<file path="src/logic/adc_ctrl_pkg.sv">
// Purpose: Shared constants for the converter pin and trigger control block
// Assumes: APB register access, one 100 MHz bus clock
// Notes: Byte offsets are word aligned; narrow registers sit in the low bits
package adc_ctrl_pkg;
   // ******************************
   // Register map
   // ******************************
   localparam logic [7:0] OFF_STATUS_CONTROL_1 = 8'h00;
   localparam logic [7:0] OFF_STATUS_CONTROL_2 = 8'h04;
   localparam logic [7:0] OFF_CONFIG = 8'h08;
   localparam logic [7:0] OFF_RESULT = 8'h0C;
   localparam logic [7:0] OFF_PIN_DISABLE_LOW = 8'h10;
   localparam logic [7:0] OFF_PIN_DISABLE_MID = 8'h14;
   localparam logic [7:0] OFF_PIN_DISABLE_HIGH = 8'h18;
   // ******************************
   // Field positions
   // ******************************
   localparam int CSC1_CONT_BIT = 5;
   localparam int CSC1_COMPLETE_BIT = 7;
   localparam int CSC2_HWTRG_BIT = 0;
   localparam int CSC2_ACTIVE_BIT = 7;
   localparam int CFG_CLKSEL_LSB = 0;
   localparam int CFG_MODE10_BIT = 2;
   localparam int CFG_LSMP_BIT = 4;
   localparam int CFG_DIV_LSB = 5;
   // ******************************
   // Reset values and codes
   // ******************************
   localparam logic [4:0] CHANNEL_DISABLED = 5'h1F;
   localparam logic [4:0] CHANNEL_RESET = 5'h1F;
   localparam logic [1:0] CLKSEL_BUS = 2'h0;
   localparam logic [1:0] CLKSEL_BUS_HALF = 2'h1;
   localparam logic [1:0] CLKSEL_ALT = 2'h2;
   localparam logic [1:0] CLKSEL_ASYNC = 2'h3;
   localparam logic [1:0] DIV_RESET = 2'h0;
   // ******************************
   // Cycle counts in converter clock ticks
   // ******************************
   localparam logic [4:0] SAMPLE_TICKS_SHORT = 5'h04;
   localparam logic [4:0] SAMPLE_TICKS_LONG = 5'h14;
   localparam logic [4:0] BITS_10 = 5'h0A;
   localparam logic [4:0] BITS_8 = 5'h08;
   typedef enum logic [1:0]
   {
      ST_IDLE = 2'b00,
      ST_SAMPLE = 2'b01,
      ST_CONVERT = 2'b10
   } conv_state_t;
endpackage

</file>
<file path="src/logic/adc_pin_and_trigger_control.sv">
// Purpose: Pin handover, converter clock and conversion start control
// Assumes: APB slave, synchronous inputs except the hardware trigger
// Notes: The analog core is outside; its result enters on i_core_result
//
// Implementation choices: the APB slave port and the address map.
`timescale 1ns/100ps
module adc_pin_and_trigger_control
   import adc_ctrl_pkg::*;
(
   input wire logic i_clk,
   input wire logic i_rst_n,
   input wire logic i_psel,
   input wire logic i_penable,
   input wire logic i_pwrite,
   input wire logic [7:0] i_paddr,
   input wire logic [31:0] i_pwdata,
   output logic [31:0] o_prdata,
   output logic o_pready,
   output logic o_pslverr,
   input wire logic i_hw_conv_trigger_in,
   input wire logic i_alternate_clock,
   input wire logic i_conv_async_clock,
   input wire logic [9:0] i_core_result,
   input wire logic [23:0] i_port_out_en,
   input wire logic [23:0] i_port_pullup_en,
   input wire logic [23:0] i_pin_in,
   output logic [23:0] o_pin_oe_n,
   output logic [23:0] o_pin_pullup_en,
   output logic [23:0] o_port_read_data,
   output logic [4:0] o_conv_channel,
   output logic o_conv_sampling,
   output logic o_conv_busy,
   output logic o_conv_done
);
   // ******************************
   // State
   // ******************************
   typedef struct packed
   {
      logic pready;
      logic [31:0] prdata;
      logic pslverr;
      logic [4:0] ch;
      logic cont;
      logic coco;
      logic hwtrg;
      logic [1:0] clksel;
      logic [1:0] div;
      logic mode10;
      logic lsmp;
      logic [7:0] pdl;
      logic [1:0] pdm;
      logic [7:0] pdh;
      logic [9:0] result;
      conv_state_t state;
      logic [4:0] cnt;
      logic half_q;
      logic [2:0] div_cnt;
      logic alt_q;
      logic asy_q;
      logic trg_s1;
      logic trg_s2;
      logic trg_s3;
      logic seq_run;
      logic done;
      logic sampling;
      logic busy;
      logic [23:0] oe_n;
      logic [23:0] pu;
      logic [23:0] rd;
   } ctrl_state_t;

   ctrl_state_t q;
   ctrl_state_t d;
   logic wr_en;
   logic rd_en;
   logic csc1_wr;
   logic cfg_wr;
   logic src_tick;
   logic adck;
   logic hw_edge;
   logic start_req;
   logic done;
   logic [23:0] pin_dis;

   function automatic logic [2:0] div_mask(input logic [1:0] code);
      div_mask = 3'((4'h1 << code) - 4'h1);
   endfunction

   function automatic logic mapped(input logic [7:0] addr);
      mapped = (addr == OFF_STATUS_CONTROL_1) || (addr == OFF_STATUS_CONTROL_2) ||
               (addr == OFF_CONFIG) || (addr == OFF_RESULT) ||
               (addr == OFF_PIN_DISABLE_LOW) || (addr == OFF_PIN_DISABLE_MID) ||
               (addr == OFF_PIN_DISABLE_HIGH);
   endfunction

   // ******************************
   // Decode and event terms
   // ******************************
   // A write lands only at the completing edge, when our registered ready is high
   assign wr_en = i_psel && i_penable && q.pready && i_pwrite && mapped(i_paddr);
   assign rd_en = i_psel && i_penable && !q.pready;
   assign csc1_wr = wr_en && (i_paddr == OFF_STATUS_CONTROL_1);
   assign cfg_wr = wr_en && (i_paddr == OFF_CONFIG);
   // Pin vector: channels 10-15 have no control bit here
   assign pin_dis = {q.pdh, 6'h00, q.pdm, q.pdl};
   // Edge detect looks only at the second and third stages
   assign hw_edge = q.trg_s2 && !q.trg_s3;

   always_comb
   begin
      case (q.clksel)
         CLKSEL_BUS: src_tick = 1'b1;
         CLKSEL_BUS_HALF: src_tick = q.half_q;
         CLKSEL_ALT: src_tick = i_alternate_clock && !q.alt_q;
         CLKSEL_ASYNC: src_tick = i_conv_async_clock && !q.asy_q;
         default: src_tick = 1'b0;
      endcase
   end

   assign adck = src_tick && (q.div_cnt == div_mask(q.div));
   // Software or hardware-edge start; a reserved channel code converts like any other
   assign start_req = (csc1_wr && (i_pwdata[4:0] != CHANNEL_DISABLED) && !q.hwtrg) ||
                      (!csc1_wr && q.hwtrg && hw_edge && (q.state == ST_IDLE) &&
                       !q.seq_run && (q.ch != CHANNEL_DISABLED));
   assign done = (q.state == ST_CONVERT) && adck && (q.cnt == 5'h00) && !csc1_wr;

   // ******************************
   // Next state
   // ******************************
   always_comb
   begin
      d = q;
      d.trg_s1 = i_hw_conv_trigger_in;
      d.trg_s2 = q.trg_s1;
      d.trg_s3 = q.trg_s2;
      d.alt_q = i_alternate_clock;
      d.asy_q = i_conv_async_clock;
      d.half_q = !q.half_q;
      d.done = done;
      if (src_tick)
      begin
         d.div_cnt = adck ? 3'h0 : 3'(q.div_cnt + 3'h1);
      end
      // APB: one wait state, ready and data come from flops
      d.pready = rd_en;
      d.pslverr = rd_en && !mapped(i_paddr);
      d.prdata = 32'h0000_0000;
      if (rd_en && !i_pwrite)
      begin
         case (i_paddr)
            OFF_STATUS_CONTROL_1:
               d.prdata = 32'({q.coco, 1'b0, q.cont, q.ch});
            OFF_STATUS_CONTROL_2:
               d.prdata = 32'({(q.state != ST_IDLE), 6'h00, q.hwtrg});
            OFF_CONFIG:
               d.prdata = 32'({q.div, q.lsmp, 1'b0, q.mode10, q.clksel});
            OFF_RESULT:
               d.prdata = 32'(q.result);
            OFF_PIN_DISABLE_LOW:
               d.prdata = 32'(q.pdl);
            OFF_PIN_DISABLE_MID:
               d.prdata = 32'(q.pdm);
            OFF_PIN_DISABLE_HIGH:
               d.prdata = 32'(q.pdh);
            default:
               d.prdata = 32'h0000_0000;
         endcase
      end
      if (wr_en)
      begin
         case (i_paddr)
            OFF_STATUS_CONTROL_1:
            begin
               d.ch = i_pwdata[4:0];
               d.cont = i_pwdata[CSC1_CONT_BIT];
               d.coco = 1'b0;
            end
            OFF_STATUS_CONTROL_2:
               d.hwtrg = i_pwdata[CSC2_HWTRG_BIT];
            OFF_CONFIG:
            begin
               d.clksel = i_pwdata[CFG_CLKSEL_LSB +: 2];
               d.mode10 = i_pwdata[CFG_MODE10_BIT];
               d.lsmp = i_pwdata[CFG_LSMP_BIT];
               d.div = i_pwdata[CFG_DIV_LSB +: 2];
               d.div_cnt = 3'h0;
            end
            OFF_PIN_DISABLE_LOW:
               d.pdl = i_pwdata[7:0];
            OFF_PIN_DISABLE_MID:
               d.pdm = i_pwdata[1:0];
            OFF_PIN_DISABLE_HIGH:
               d.pdh = i_pwdata[7:0];
            default:
               d.pdl = q.pdl;
         endcase
      end
      // Sequencer
      case (q.state)
         ST_SAMPLE:
            if (adck)
            begin
               if (q.cnt == 5'h00)
               begin
                  d.state = ST_CONVERT;
                  d.cnt = 5'(q.mode10 ? BITS_10 - 5'h01 : BITS_8 - 5'h01);
               end
               else
               begin
                  d.cnt = 5'(q.cnt - 5'h01);
               end
            end
         ST_CONVERT:
            if (adck)
            begin
               d.cnt = 5'(q.cnt - 5'h01);
            end
         default:
            d.state = ST_IDLE;
      endcase
      if (done)
      begin
         // 8-bit mode keeps the top bits of the core result
         d.result = q.mode10 ? i_core_result : {2'b00, i_core_result[9:2]};
         d.coco = 1'b1;
         if (q.cont)
         begin
            d.state = ST_SAMPLE;
            d.cnt = 5'(q.lsmp ? SAMPLE_TICKS_LONG - 5'h01 : SAMPLE_TICKS_SHORT - 5'h01);
         end
         else
         begin
            d.state = ST_IDLE;
         end
      end
      // Any status write aborts; all ones also ends the sequence
      if (csc1_wr)
      begin
         d.state = ST_IDLE;
         d.seq_run = 1'b0;
      end
      if (start_req)
      begin
         d.state = ST_SAMPLE;
         d.cnt = 5'(q.lsmp ? SAMPLE_TICKS_LONG - 5'h01 : SAMPLE_TICKS_SHORT - 5'h01);
         // Hardware continuous locks out further edges until abort
         d.seq_run = !csc1_wr && (q.cont || (csc1_wr && i_pwdata[CSC1_CONT_BIT]));
      end
      if (start_req && csc1_wr)
      begin
         d.seq_run = 1'b0;
      end
      // Pin handover, per bit
      for (int i = 0; i < 24; i++)
      begin
         d.oe_n[i] = pin_dis[i] || !i_port_out_en[i];
         d.pu[i] = i_port_pullup_en[i] && !pin_dis[i];
         d.rd[i] = i_pin_in[i] && !pin_dis[i];
      end
      // Status pins come from flops, so the far side never sees decode glitches
      d.sampling = (d.state == ST_SAMPLE);
      d.busy = (d.state != ST_IDLE);
   end

   // ******************************
   // Registers
   // ******************************
   always_ff @(posedge i_clk)
   begin
      if (!i_rst_n)
      begin
         q <= '0;
         q.ch <= CHANNEL_RESET;
         q.div <= DIV_RESET;
         q.clksel <= CLKSEL_BUS;
         q.state <= ST_IDLE;
         q.oe_n <= 24'hFFFFFF;
      end
      else
      begin
         q <= d;
      end
   end

   assign o_prdata = q.prdata;
   assign o_pready = q.pready;
   assign o_pslverr = q.pslverr;
   assign o_pin_oe_n = q.oe_n;
   assign o_pin_pullup_en = q.pu;
   assign o_port_read_data = q.rd;
   assign o_conv_channel = q.ch;
   assign o_conv_sampling = q.sampling;
   assign o_conv_busy = q.busy;
   assign o_conv_done = q.done;
endmodule

</file>
<file path="config.mk">
export PLATFORM = sky130hd
export DESIGN_NAME = adc_pin_and_trigger_control
export DESIGN_NICKNAME = d
export VERILOG_FILES = /design/src/logic/adc_ctrl_pkg.sv /design/src/logic/adc_pin_and_trigger_control.sv
export SDC_FILE = /design/constraint.sdc
export NUM_CORES = 1
export LEC_CHECK = 0
export ABC_AREA = 1
export BUFFER_PORTS_ARGS = -buffer_cell sky130_fd_sc_hd__buf_4
export CORE_AREA = 2 2 149 151
export CTS_CLUSTER_DIAMETER = 150
export CTS_CLUSTER_SIZE = 12
export DETAILED_ROUTE_END_ITERATION = 12
export DIE_AREA = 0 0 151 153
export PLACE_DENSITY = 0.57
export REMOVE_ABC_BUFFERS = 1
export SLEW_MARGIN = 40
export SYNTH_ARGS = -nofsm -noshare
export SYNTH_HDL_FRONTEND = slang
export SYNTH_SLANG_ARGS = --single-unit
export TNS_END_PERCENT = 30
</file>
<file path="constraint.sdc">
create_clock -name i_clk -period 2.2 [get_ports i_clk]
set_input_delay 0.44 -clock i_clk [delete_from_list [all_inputs] [get_ports i_clk]]
set_output_delay 0.44 -clock i_clk [all_outputs]
set_load 0.02 [all_outputs]
</file>
======== Word-level counts from Yosys, hierarchy flattened ========
Cells that the tools add are included.
word-level totals
  bits in registers ....................... 168
  bits of input ports ..................... 130
  output and inout bits ................... 114
  word-level logic and storage cells ...... 238
cells by class
  add/subtract/negate cells ............... 3
  equal/unequal tests ..................... 15
  shifts and indexed selects .............. 1
  mux-type cells .......................... 30
  bitwise operators ....................... 1
  reductions and logical operators ........ 157
operator list
  operator            count
  $pmux 10 s7         1
  $logic_and 1x1->1   61
  $logic_not 1->1     52
  $logic_or 1x1->1    26
  $mux 26             1
  $eq 8x5->1 const B  3
  $mux 7              3
  $mux 5              4
  $eq 8x4->1 const B  2
  $mux 8              2
  $reduce_and 2->1    8
  $mux 3              4
  $mux 10             1
  $ne 5x5->1 const B  2
  $pmux 5 s2          1
  $reduce_bool 2->1   5
  $eq 8x3->1 const B  1
  $logic_not 8->1     1
  $eq 2x1->1 const B  3
  $eq 2x2->1 const B  3
  $mux 1              6
  $mux 2              3
  $mux 6              1
  $logic_not 5->1     1
  other kinds (11)    12

======== Depth between registers and ports, before layout ========
  depth in word-level cells ............... 18
  mapped depth ............................ 14
  gate-level depth less buffers ........... 14

======== Least setup slack after synthesis ========
No wires, ideal clock.
  path type ............................... flip-flop to flip-flop
  from .................................... reg q[85] (netlist bit)
  to ...................................... reg q[95] (netlist bit)
  library setup time ...................... 0.115 ns
  arrival ................................. 1.541 ns
  required time ........................... 2.085 ns
  slack ................................... 0.544 ns
  stages on the path, launching flop included .. 11
  buffers on the path ..................... 1
  period minus slack after synthesis ...... 1.656 ns
  cells stage by stage .................... dfxtp_1 inv_1 ha_1 nand3_1 nor2_4 nand3_2 nor2_4 nand2_4 buf_6 o21ai_2 a21oi_2
between the ends
  word-level cells in the longest chain between the ends .. 3
ends and longest elaborated chain
  element                         RTL line                            RTL
  start, declared                 adc_pin_and_trigger_control.sv:73   ctrl_state_t q;
  $logic_not 5->1                 adc_pin_and_trigger_control.sv:126  assign done = (q.state == ST_CONVERT) && adck && (q.cnt == 5'h00) && !csc1_wr;
  $logic_and 1x1->1 (2 in a row)  adc_pin_and_trigger_control.sv:126
No other way between the ends.
A chain may end at the register's enable or synchronous reset.

======== Worst setup path in the final report ========
  from .................................... reg q[85] (netlist bit)
  to ...................................... reg q[96] (netlist bit)
The elaborated chain is that of the path after synthesis.

==> impl_metrics.yaml <==
global_route:
  grt_pass1_wl_um: 25000
  antenna_found_initial: 0
  globalRouteOverflowTotal: 0
  grt_pass1_vias: 4943
  grt_usage: 0.140
  grt_start_max_net_pins: 103
clock_tree:
  cts.sinks: 146
  clk_latency_ns: 0.42
  ctsLongestPathBuffers: 2
  cts_setup_buffers: 0
  hold_buffers: 0
  h-tree-depth: 4
  tritoncts: "built"
  cts_resized: 0
  path_clk_slew_ns: 0.06
  cts-root-buf: "clkbuf_16"
  numCtsBuffers: 17
sta:
  fmax_mhz: 513
  fin_skew_ns: 0.00660
  timing_hold_violations_final: 0
  setup_viol: 0
  finalMaxSlewViolations: 0
  post-route-period-util: 0.886
  worst_slack_ns: 0.251
  rsz0062_at_grt: "false"
  fin_crit_ns: 1.95
  final.setup.tns_ns: 0
logic_synthesis:
  synth_edf_count: 0
  synth_compound_area_frac: 0.0953
  muxShareOfSynthArea: 0
  netlist_area_um2: 6390
  ys_seq_area_frac: 0.457
  synthXorXnorAreaFrac: 0.00274
  ys_ff_latch: 146
  post_synth_num_cell_types: 41
  netlist_instances: 813
  yosys.area_share.simple: 0.216
  synth_warnings: 0
  async_reset_ff_frac: 0
  synth_fa_ha_area_frac: 0.0117
  yosys_most_used_dff: "dfxtp_1"
  syn_area_per_cell_um2: 7.86
  synth_top_family_by_area: "buffers and inverters"
power_and_ir_drop:
  p_seq_frac: 0.446
  p_int_w: 0.00471
  power_leakage_nw: 3.95
  irDropWorstVdd_mv: 0.435
  powerDensity_nw_per_um2: 759
  switching_share: 0.236
  clkPwrFrac: 0.466
  combPwrFrac: 0.088
  p_switching_w: 0.00145
  total_power_w: 0.00616
finish:
  fin_cells: 1231
  area_delta_synth_final_pct: 26.9
  multi_input_area_um2: 2160
  most-common-layout-cells: "buf_4, dfxtp_1, inv_1"
  final_common_cell: "buf_4"
  drive_gt1_frac: 0.301
  fillCellCount: 2267
  seq_area_um2: 2920
  nets: 1074
  diodes: 0
placement:
  port_buffers: 197
  pre_cts_slack_ns: 0.177
  dp_cells: 1199
  dp_hpwl_um: 12400
  finalWeightedCongestion: 0.806
floorplan:
  rows: 54
  die_h_um: 153
  start_util: 0.298
  die_width_um: 151
  core-area_um2: 21500
  ios: 244
  die_area_um2: 23100
setup_path:
  r2r-start: "q[85]"
  rrSetupSlack_ns: 0.25
  worstSetupPathType: "flip-flop to flip-flop"
  path_cells: "inv_1 -> ha_1 -> nand3_1 -> nor2_4 -> nand3_2 -> nor2_4 -> nand2_4 -> buf_4 -> o21ai_1 -> nor2_1"
  critPathArrivalTime_ns: 2.26
  cpPeakStageDelay_ns: 0.34
  worst_setup_path_start_kind: "flip-flop"
  slowest_stage: "dfxtp_1"
  reg2reg_to: "q[96]"
  cp_max_fo: 11
  cp_common_cell: "nor2_4"
  critPathCaptureType: "flip-flop"
  rr_worst_depth: 10
  worst_ep_required_time_ns: 2.51
hold_path:
  min_path_cells: 2
  hp-start: "i_port_out_en[11]"
  worstHoldEndpoint: "o_pin_oe_n[11]"
  hold_class: "input port to flip-flop"
drt:
  wl_um: 16300
  wl_per_cell_um: 13.3
  first_iter_violations: 201
  vias: 5189
  dr.pass1.iters: 5
  ant_nets: 0
  drc_errors: 0
  viasPerCell: 4.22
flow_run:
  maxCapViolations: 0
status:
  status: "complete, no violations"
worst max-delay path, delay by kind of cell, from the launching register on:
kind                       cells  cell delay (ns)
buffers and inverters          2             0.28
AOI/OAI and AO/OA              1             0.12
DFF                            1             0.34
and+or+nand+nor                6             0.89
adders and majority gates      1             0.20
state kept, by name, indices dropped and copies added, names as in the netlist:
name and cells:
o_pslverr 1, d 2, o_conv_done 1, o_pready 1, o_conv_sampling 1, o_prdata 10
o_conv_channel 5, o_pin_pullup_en 24, o_port_read_data 24, q 34, pin_dis 18, o_conv_busy 1
o_pin_oe_n 24
how the worst max path moves through the flow:
stage               cells after the start          end  slack [ns]       start
floorplan                              12  o_conv_busy        0.50  i_paddr[5]
global placement                       13  o_conv_busy        0.19  i_paddr[1]
detailed placement                     13  o_conv_busy        0.18  i_paddr[1]
CTS                                    10        q[96]        0.24       q[85]
global route                           10        q[96]        0.10       q[85]
finish                                 10        q[96]        0.25       q[85]
synthesized netlist by cell type, types with 2 or more instances:
cell	instances	area, um2
nand2_1	115	432
nor3_1	12	60.1
inv_2	5	18.8
o21ai_1	7	35.0
ha_1	6	75.1
nor2_1	85	319
nor4_1	2	12.5
o22ai_1	8	50.1
nand4_1	10	62.6
xor2_1	2	17.5
nand3_4	3	52.6
nor2_2	8	50.1
clkbuf_1	13	48.8
o21ai_0	35	175
a221oi_1	2	17.5
nand3_2	3	30.0
buf_2	2	10.0
dfxtp_1	146	2920
buf_4	111	833
a211oi_1	3	22.5
a31oi_1	2	12.5
nand3_1	40	200
o21ai_2	3	26.3
o211ai_1	5	37.5
nand2_4	3	33.8
nor2_4	5	56.3
a21oi_1	40	200
inv_1	117	439
nand2_2	8	50.1
layer usage:
metal | part of all wire | vias to the layer above | GRT usage
li1 | - | 2677 | -
met1 | 0.42 | 2302 | 0.168
met2 | 0.47 | 190 | 0.238
met3 | 0.088 | 20 | 0.0436
met4 | 0.018 | 0 | 0.0472
met5 | 0 | - | 0
power by group through the flow:
stage | Combinational, W | Sequential [W] | Clock [W]
6_report | 0.000543 | 0.00274 | 0.00287
5_1_grt | 0.000591 | 0.00275 | 0.00306
3_5_place_dp | 0.000550 | 0.00280 | 0
3_3_place_gp | 0.000547 | 0.00280 | 0
2_1_floorplan | 0.000128 | 0.00289 | 0
4_1_cts | 0.000552 | 0.00274 | 0.00296
logic make-up after synthesis:
| group | count (synthesis) |
|---|---|
| and+or+nand+nor | 296 |
| buffers and inverters | 253 |
| DFF | 146 |
| AOI/OAI and AO/OA | 109 |
| other | 1 |
| adders and majority gates | 6 |
| xor gates and xnor gates | 2 |
metrics by stage:
step | cell area (um2) | hold slack, ns | util
floorplan | 5570 | 0.390 | -
global route | 8110 | 0.166 | 0.378
global placement | 7520 | 0.394 | 0.350
detailed placement | 7520 | 0.401 | 0.350
CTS | 8110 | 0.162 | 0.378
finish | 8110 | 0.181 | 0.378
area by class of cell:
type	count	area share
sequential	146	0.360
multi-input combinational	435	0.267
timing repair buffer	212	0.198
inverter	126	0.0594
clock buffer	20	0.0563
tap	280	0.0432
clock inverter	12	0.0164
Note: power is estimated with default switching activity, not from simulation.
